**config.mk**
```make
export PLATFORM = sky130hd
export DESIGN_NAME = stvs_status
export DESIGN_NICKNAME = d
export VERILOG_FILES = /design/src/rtl/stvs_status.v
export VERILOG_INCLUDE_DIRS = /design/src /design/src/rtl
export SDC_FILE = /design/constraint.sdc
export NUM_CORES = 1
export LEC_CHECK = 0
export ABC_AREA = 0
export BUFFER_PORTS_ARGS = -buffer_cell sky130_fd_sc_hd__buf_2
export CAP_MARGIN = 10
export CORE_UTILIZATION = 41
export CTS_CLUSTER_SIZE = 12
export DETAILED_ROUTE_END_ITERATION = 8
export PLACE_DENSITY = 0.83
export RECOVER_POWER = 100
export SYNTH_ARGS = -nofsm -noshare
export SYNTH_HDL_FRONTEND = slang
export SYNTH_SLANG_ARGS = --single-unit
```
**constraint.sdc**
```tcl
create_clock -name i_clk_sys -period 1.55 [get_ports i_clk_sys]
set_clock_uncertainty 0.05 [all_clocks]
set_input_delay 0.31 -clock i_clk_sys [delete_from_list [all_inputs] [get_ports i_clk_sys]]
set_output_delay 0.31 -clock i_clk_sys [all_outputs]
set_load 0.02 [all_outputs]
```
**src/rtl/stvs_consts.vh**
```
`ifndef STVS_CONSTS_VH
`define STVS_CONSTS_VH

// register byte offsets
`define STVS_ADDR_CTRL 4'h0
`define STVS_ADDR_STATUS 4'h4
`define STVS_ADDR_W 4
// one-hot register selects from the address decoder
`define STVS_SEL_CTRL 3'b001
`define STVS_SEL_STATUS 3'b010
`define STVS_SEL_NONE 3'b100
`define STVS_SEL_CTRL_BIT 0
`define STVS_SEL_STAT_BIT 1
// control register fields
`define STVS_CTRL_MODE_BIT 0
`define STVS_CTRL_RST_BIT 1
`define STVS_CTRL_RESET 2'h0
// status register fields
`define STVS_STAT_DONE_BIT 0
`define STVS_STAT_ERR_BIT 1
// mode encoding
`define STVS_MODE_BIST 1'b0
`define STVS_MODE_PRBS 1'b1
// least error flag hold in prbs mode, in receive clock cycles
`define STVS_ERR_MIN_CYC 2'h3
`define STVS_ERR_CNT_W 2
`define STVS_ERR_CNT_CLR 2'h0
// axi responses
`define STVS_RESP_OKAY 2'h0
`define STVS_RESP_SLVERR 2'h2

`endif

```
**src/rtl/stvs_status.v**
```verilog
// Overview of operation
// bist mode: done goes high on full pattern or error, holds until reset
// prbs mode: done goes high on full pattern, holds until reset
// bist mode: error flag latches on mismatch, holds until reset
// prbs mode: error flag stays high at least three receive clock cycles
// prbs mode: error flag drops after minimum if next sequence is clean; a mismatch on the sequence end cycle holds it until a second clean end
// monitor picks mode and applies receive reset before reading results
`timescale 1ns/1ns
`include "stvs_consts.vh"

module stvs_status (
   input wire i_clk_sys,
   input wire i_rst,
   input wire i_pattern_done,
   input wire i_mismatch,
   input wire [3:0] i_awaddr,
   input wire i_awvalid,
   output reg o_awready,
   input wire [31:0] i_wdata,
   input wire [3:0] i_wstrb,
   input wire i_wvalid,
   output reg o_wready,
   output reg [1:0] o_bresp,
   output reg o_bvalid,
   input wire i_bready,
   input wire [3:0] i_araddr,
   input wire i_arvalid,
   output reg o_arready,
   output reg [31:0] o_rdata,
   output reg [1:0] o_rresp,
   output reg o_rvalid,
   input wire i_rready,
   output reg o_test_done,
   output reg o_test_err
);

   reg [1:0] ctrl;
   reg aw_held;
   reg w_held;
   reg [3:0] aw_addr;
   reg [31:0] w_data;
   reg w_lane0;
   reg [1:0] err_cnt;
   reg seq_open;
   reg drop_due;
   wire [2:0] wr_sel;
   wire [2:0] rd_sel;
   wire mode_prbs;
   wire rx_reset;
   wire wr_go;
   wire rd_go;

   // shared by the write and read paths, so both refuse the same holes
   function [2:0] stvs_dec;
      input [3:0] addr;
      begin
         if (addr == `STVS_ADDR_CTRL) begin
            stvs_dec = `STVS_SEL_CTRL;
         end else if (addr == `STVS_ADDR_STATUS) begin
            stvs_dec = `STVS_SEL_STATUS;
         end else begin
            stvs_dec = `STVS_SEL_NONE;
         end
      end
   endfunction

   assign wr_sel = stvs_dec(aw_addr);
   assign rd_sel = stvs_dec(i_araddr);
   assign mode_prbs = ctrl[`STVS_CTRL_MODE_BIT];
   // the receive digital reset is a software-held bit; while it is high
   // both flags stay cleared and no event is latched
   assign rx_reset = ctrl[`STVS_CTRL_RST_BIT];
   // the response waits for both halves; a second write stalls on the
   // readies, which stay low until the response has been taken
   assign wr_go = aw_held & w_held & ~o_bvalid;
   assign rd_go = i_arvalid & o_arready;

   // write address and data are taken in either order
   always @(posedge i_clk_sys or posedge i_rst) begin
      if (i_rst) begin
         aw_held <= 1'b0;
         w_held <= 1'b0;
         aw_addr <= 4'h0;
         w_data <= 32'h0;
         w_lane0 <= 1'b0;
         o_awready <= 1'b1;
         o_wready <= 1'b1;
         o_bvalid <= 1'b0;
         o_bresp <= `STVS_RESP_OKAY;
         ctrl <= `STVS_CTRL_RESET;
      end else begin
         if (i_awvalid & o_awready) begin
            aw_held <= 1'b1;
            aw_addr <= i_awaddr;
            o_awready <= 1'b0;
         end
         if (i_wvalid & o_wready) begin
            w_held <= 1'b1;
            w_data <= i_wdata;
            w_lane0 <= i_wstrb[0];
            o_wready <= 1'b0;
         end
         if (wr_go) begin
            aw_held <= 1'b0;
            w_held <= 1'b0;
            o_bvalid <= 1'b1;
            if (wr_sel[`STVS_SEL_CTRL_BIT]) begin
               o_bresp <= `STVS_RESP_OKAY;
               if (w_lane0) begin
                  ctrl <= w_data[1:0];
               end
            end else if (wr_sel[`STVS_SEL_STAT_BIT]) begin
               o_bresp <= `STVS_RESP_OKAY;
            end else begin
               o_bresp <= `STVS_RESP_SLVERR;
            end
         end
         if (o_bvalid & i_bready) begin
            o_bvalid <= 1'b0;
            o_awready <= 1'b1;
            o_wready <= 1'b1;
         end
      end
   end

   // read data is captured at the take, so the status word shows the
   // flags as they stood one cycle before rvalid rises
   always @(posedge i_clk_sys or posedge i_rst) begin
      if (i_rst) begin
         o_arready <= 1'b1;
         o_rvalid <= 1'b0;
         o_rdata <= 32'h0;
         o_rresp <= `STVS_RESP_OKAY;
      end else begin
         if (rd_go) begin
            o_arready <= 1'b0;
            o_rvalid <= 1'b1;
            o_rdata <= 32'h0;
            o_rresp <= `STVS_RESP_OKAY;
            if (rd_sel[`STVS_SEL_CTRL_BIT]) begin
               o_rdata[1:0] <= ctrl;
            end else if (rd_sel[`STVS_SEL_STAT_BIT]) begin
               o_rdata[`STVS_STAT_DONE_BIT] <= o_test_done;
               o_rdata[`STVS_STAT_ERR_BIT] <= o_test_err;
            end else begin
               o_rresp <= `STVS_RESP_SLVERR;
            end
         end
         if (o_rvalid & i_rready) begin
            o_rvalid <= 1'b0;
            o_arready <= 1'b1;
         end
      end
   end

   // verifier indications come from the same clock domain, so no
   // synchroniser; the clock is taken as the receive parallel clock

   // completion flag: sticky in both modes until the receive reset
   always @(posedge i_clk_sys or posedge i_rst) begin
      if (i_rst) begin
         o_test_done <= 1'b0;
      end else if (rx_reset) begin
         o_test_done <= 1'b0;
      end else if (mode_prbs == `STVS_MODE_BIST) begin
         if (i_pattern_done | i_mismatch) begin
            o_test_done <= 1'b1;
         end
      end else begin
         if (i_pattern_done) begin
            o_test_done <= 1'b1;
         end
      end
   end

   // error flag: sticky in bist mode, held and then released in prbs
   // mode; a mode change alone leaves it as it is
   always @(posedge i_clk_sys or posedge i_rst) begin
      if (i_rst) begin
         o_test_err <= 1'b0;
         err_cnt <= `STVS_ERR_CNT_CLR;
         seq_open <= 1'b0;
         drop_due <= 1'b0;
      end else if (rx_reset) begin
         o_test_err <= 1'b0;
         err_cnt <= `STVS_ERR_CNT_CLR;
         seq_open <= 1'b0;
         drop_due <= 1'b0;
      end else if (mode_prbs == `STVS_MODE_BIST) begin
         if (i_mismatch) begin
            o_test_err <= 1'b1;
         end
      end else if (i_mismatch) begin
         // a new error restarts the hold and reopens the sequence
         o_test_err <= 1'b1;
         err_cnt <= `STVS_ERR_MIN_CYC - 2'h1;
         seq_open <= 1'b1;
         drop_due <= 1'b0;
      end else begin
         if (err_cnt != `STVS_ERR_CNT_CLR) begin
            err_cnt <= err_cnt - 2'h1;
         end
         // the first sequence end after an error closes the erroring
         // sequence; the next end with no mismatch releases the flag
         if (i_pattern_done & seq_open) begin
            seq_open <= 1'b0;
         end else if ((i_pattern_done | drop_due) & o_test_err) begin
            // a clean end inside the minimum hold waits for the counter
            if (err_cnt == `STVS_ERR_CNT_CLR) begin
               o_test_err <= 1'b0;
               drop_due <= 1'b0;
            end else begin
               drop_due <= 1'b1;
            end
         end
      end
   end

endmodule

```
==> impl_summary.md <==
Run status
The run finished with clean final reports.

Die
The initial standard-cell utilization of the core is between 40 and 50%. The floorplan has 20 rows. The die covers around 0.0036 mm^2. During I/O placement, the number of pins put on the boundary was 96. The height of the die is 60.0 um. The area of the core is 0.00313 mm^2. From left edge to right edge, the die measures 60.0 um.

Setup path
Among all stages on the critical path, the largest delay is contributed by sky130_fd_sc_hd__dfstp_1. Data arrives at the worst endpoint at approximately 1.1 ns. STA classifies the critical path endpoint as a primary output. Measured in cells, the most critical reg-to-reg path has a length of 5. The worst register-to-register path begins at err_cnt[0].

STA classifies the critical path startpoint as a flip-flop. The data required time at the worst endpoint is 1.19 ns. In this run the number of cells on the critical path is 1.

The slack of the worst reg-to-reg path is about 0.21 ns. In this run the critical register-to-register path is captured at err_cnt[0]. The critical path class is flip-flop to primary output.

Following the worst setup path forward leads to its endpoint at o_wready. The total buffers and inverters traversed by the critical path is 1. The gate family responsible for the most delay along the worst path is flip-flops. The worst-path maximum fanout is 4. The most critical setup path has its startpoint at o_wready.

The largest incremental delay on the critical path is around 0.59 ns. The critical path goes through buf_2.

Logic synthesis
The number of flops mapped to enable cells by yosys is 0. During synthesis, Yosys emitted a total of 0 warnings. The share of cell area taken by muxes after synthesis is 10.9%. Sorting the synthesized cells by area gives the leading types as sky130_fd_sc_hd__dfrtp_1 42%, sky130_fd_sc_hd__buf_4 17%, sky130_fd_sc_hd__mux2_2 6.5%. Among all flip-flop cells after synthesis, the most frequent one is sky130_fd_sc_hd__dfrtp_1. Of all flip-flops after synthesis, the portion carrying an async set or reset was between 90% and 100%. The post-synth design cell area is ~0.0014 mm^2. Of the total synthesized cell area, the portion taken by full adders, half adders and majority gates is less than 1%. Summing the sequential cell areas from Yosys gives between 40% and 50% of the chip area. The post-synthesis share of cell area spent on and, or, nand and nor gates is between 10% and 20%. The synthesized netlist devotes between 8 and 9% of its cell area to compound gates. The per-instance average area after synthesis is about 11 um^2. The register bit count reported by yosys is 26. The synthesized netlist devotes 0% of its cell area to XOR and XNOR gates. In the synthesized netlist, the number of instances is approximately 130. The dominant combinational cell family by area after synthesis is buffers and inverters. The area share of the largest cell type after synthesis is between 40% and 50%. Yosys mapped the design onto 30 distinct sky130hd cell types.

The largest area contributor in the netlist is sky130_fd_sc_hd__dfrtp_1.

Clock network
The total clock sinks is 26. Clock-pin slew was measured on the worst setup and hold paths at ~0.14 ns. The root buffer cell chosen for the clock tree is sky130_fd_sc_hd__clkbuf_4. The clock buffer count from CTS is 3. The later pin in the worst-skew pair is clocked with a latency of 0.32 ns. The total of hold buffers inserted after clock tree synthesis is 1.

TritonCTS built the clock tree. After clock tree synthesis, the repair step resized 0 gates. The buffer levels on the longest clock path is 2. Post-CTS timing repair inserted 0 buffers for setup.

The depth of the CTS H-tree is 1.

Routing
The via density per instance is roughly 4.2. The first detailed-routing pass took 2 iterations. For this block, the routed nets add up to between 1500 and 2000 um of wire. The count of antenna-violating nets left after detailed routing is 0. The post-detailed-route wirelength per cell is around 9.4 um. The number of violations reported at the end of detailed-routing iteration 0 is 8.

The number of DRC violations after detailed routing is 0. The detailed-route via count is approximately 900.

Global routing
The maximum number of pins on one net before global-route repair is 27. The number of global-route vias before repair is 794. The first global-routing pass estimated between 3000 and 4000 um of wire.

The number of antenna violations at the first check in global routing came to 0. For this run the aggregate overflow at the end of global routing stands at 0. In the global route stage, overall resource usage came out at between 10% and 20%.

Timing
The setup TNS is 0 ns. Dividing the final minimum period by the clock period gives 93.9%. In this run the tightest slew margin relative to its limit is 58.4%. The fmax is approximately 700 MHz.

For the pin with the worst max-slew slack, the measured transition is roughly 0.62 ns. The time the worst path needs with I/O delays and setup is roughly 1.5 ns. The final number of max-transition violations came to 0.

The number of endpoints with negative hold slack in the final report was 0. Setup violations remaining at the end of the flow were counted as 0. The tightest hold path in the finished design has a slack of ~0.09 ns. Setup repair after global routing left no endpoint under its margin.

Layout
The post-route standard cell area excluding fillers is roughly 0.0015 mm^2. The area growth from synthesis to layout is 8.08%. Leaving out fill and tap cells, the most frequent cells in the layout are 32 x sky130_fd_sc_hd__conb_1, 23 x sky130_fd_sc_hd__dfrtp_1, 20 x sky130_fd_sc_hd__buf_2.

Fill cells in the final layout number ~310. The number of diodes is 0. In the final design database the tool counted about 220 nets. The share of layout cells above drive strength 1 is 24.5%.

Leaving out fill and tap cells, the most frequent cell in the layout is sky130_fd_sc_hd__conb_1.

Pwr
For this design the total switching power over the nets is 0.839 mW. The maximum vdd ir drop is just over 1 mV. In this run the static leakage power is roughly 0.73 nW. Of the total power, the share spent switching nets is a little over a third.

The sequential fraction of design power is a little under half. The fraction of power consumed by combinational cells is roughly 33%. The internal power of the cells totals between 1.5 and 2 mW.

The power per unit of standard cell area is 1610 mW/mm^2. The clock network is responsible for about a fifth of the overall power.

Placement
Routability-driven placement finished with a final weighted congestion of between 0.7 and 0.8. The count of input and output buffers is 30. The post-detailed-placement cell area is approximately 0.0015 mm^2. The estimated wirelength of the detail-placed design is 1510 um.

Flow run
Across the run, the number of max-cap violations was 0.

Worst hold path
The classification of the worst-slack hold path is input pin to flip-flop.
[logic make-up (layout without fill, tap and decap cells)]
kind of cell / count (synthesis) / count (layout)
AOI/OAI and AO/OA: 18 / 18
adders and majority gates: 1 / 1
buffers and inverters: 42 / 46
DFF: 26 / 26
muxes: 13 / 13
other: 1 / 32
and+or+nand+nor: 27 / 27
[state kept, by name, summed over array words and instances, names as in the netlist, 2 cells and up]
signal	flops
w_data	2
ctrl	2
aw_addr	4
o_rdata	2
err_cnt	2
[synthesized netlist by cell type, types with 2 or more instances]
cell and number:
sky130_fd_sc_hd__buf_4 32, sky130_fd_sc_hd__dfrtp_1 23, sky130_fd_sc_hd__nand2_1 12, sky130_fd_sc_hd__inv_1 8, sky130_fd_sc_hd__mux2_2 8, sky130_fd_sc_hd__a21oi_1 7
sky130_fd_sc_hd__nor2_1 4, sky130_fd_sc_hd__o21ai_0 4, sky130_fd_sc_hd__dfstp_2 3, sky130_fd_sc_hd__mux2i_1 3, sky130_fd_sc_hd__mux2_4 2, sky130_fd_sc_hd__nand2b_1 2
sky130_fd_sc_hd__nand3_1 2, sky130_fd_sc_hd__o31ai_1 2
[per-layer routing]
layer	global-route usage (%)	vias to the layer above	wire [um]
met5	0	-	0
met4	3.99	0	27
met3	4.55	5	107
met2	21.9	37	939
met1	13.8	406	862
li1	-	429	-
[through the flow]
stage | worst slack [ns] | utilization, % | power, mW | cells
3_5_place_dp | 0.217 | 46.8 | 2.04 | 202
6_report | 0.0940 | 47.6 | 2.40 | 207
4_1_cts | 0.107 | 48.8 | 2.51 | 207
5_1_grt | 0.0290 | 47.6 | 2.57 | 207
2_1_floorplan | 0.154 | - | 1.87 | 159
3_3_place_gp | 0.266 | 46.8 | 2.00 | 202
[worst min path at each step]
stage	endpoint	from	depth (start not counted)	slack, ns
after floorplan	aw_addr[0]	i_rst	1	0.30
after global placement	o_rvalid	i_rst	3	0.33
after detailed placement	o_rvalid	i_rst	3	0.33
after CTS	o_arready	i_arvalid	2	0.07
after global routing	o_arready	i_arvalid	2	0.07
final	o_arready	i_arvalid	2	0.09
[power groups by stage]
| stage | registers, mW | clock network (mW) | logic, mW |
|---|---|---|---|
| after floorplan | 1.24 | 0 | 0.627 |
| after global placement | 1.16 | 0 | 0.844 |
| after detailed placement | 1.17 | 0 | 0.875 |
| after CTS | 1.15 | 0.479 | 0.878 |
| after global routing | 1.18 | 0.500 | 0.895 |
| final | 1.14 | 0.459 | 0.801 |
[cell type report]
| cell class | count | area, um^2 | share of cell area [%] |
|---|---|---|---|
| inverter | 8 | 30.0 | 2.02 |
| tap | 44 | 55.1 | 3.70 |
| timing repair buffer | 34 | 163 | 10.9 |
| clock inverter | 1 | 30.0 | 2.02 |
| multi-input combinational | 91 | 534 | 35.9 |
| clock buffer | 3 | 22.5 | 1.51 |
| sequential | 26 | 654 | 43.9 |
(Power assumes the default switching activity.)
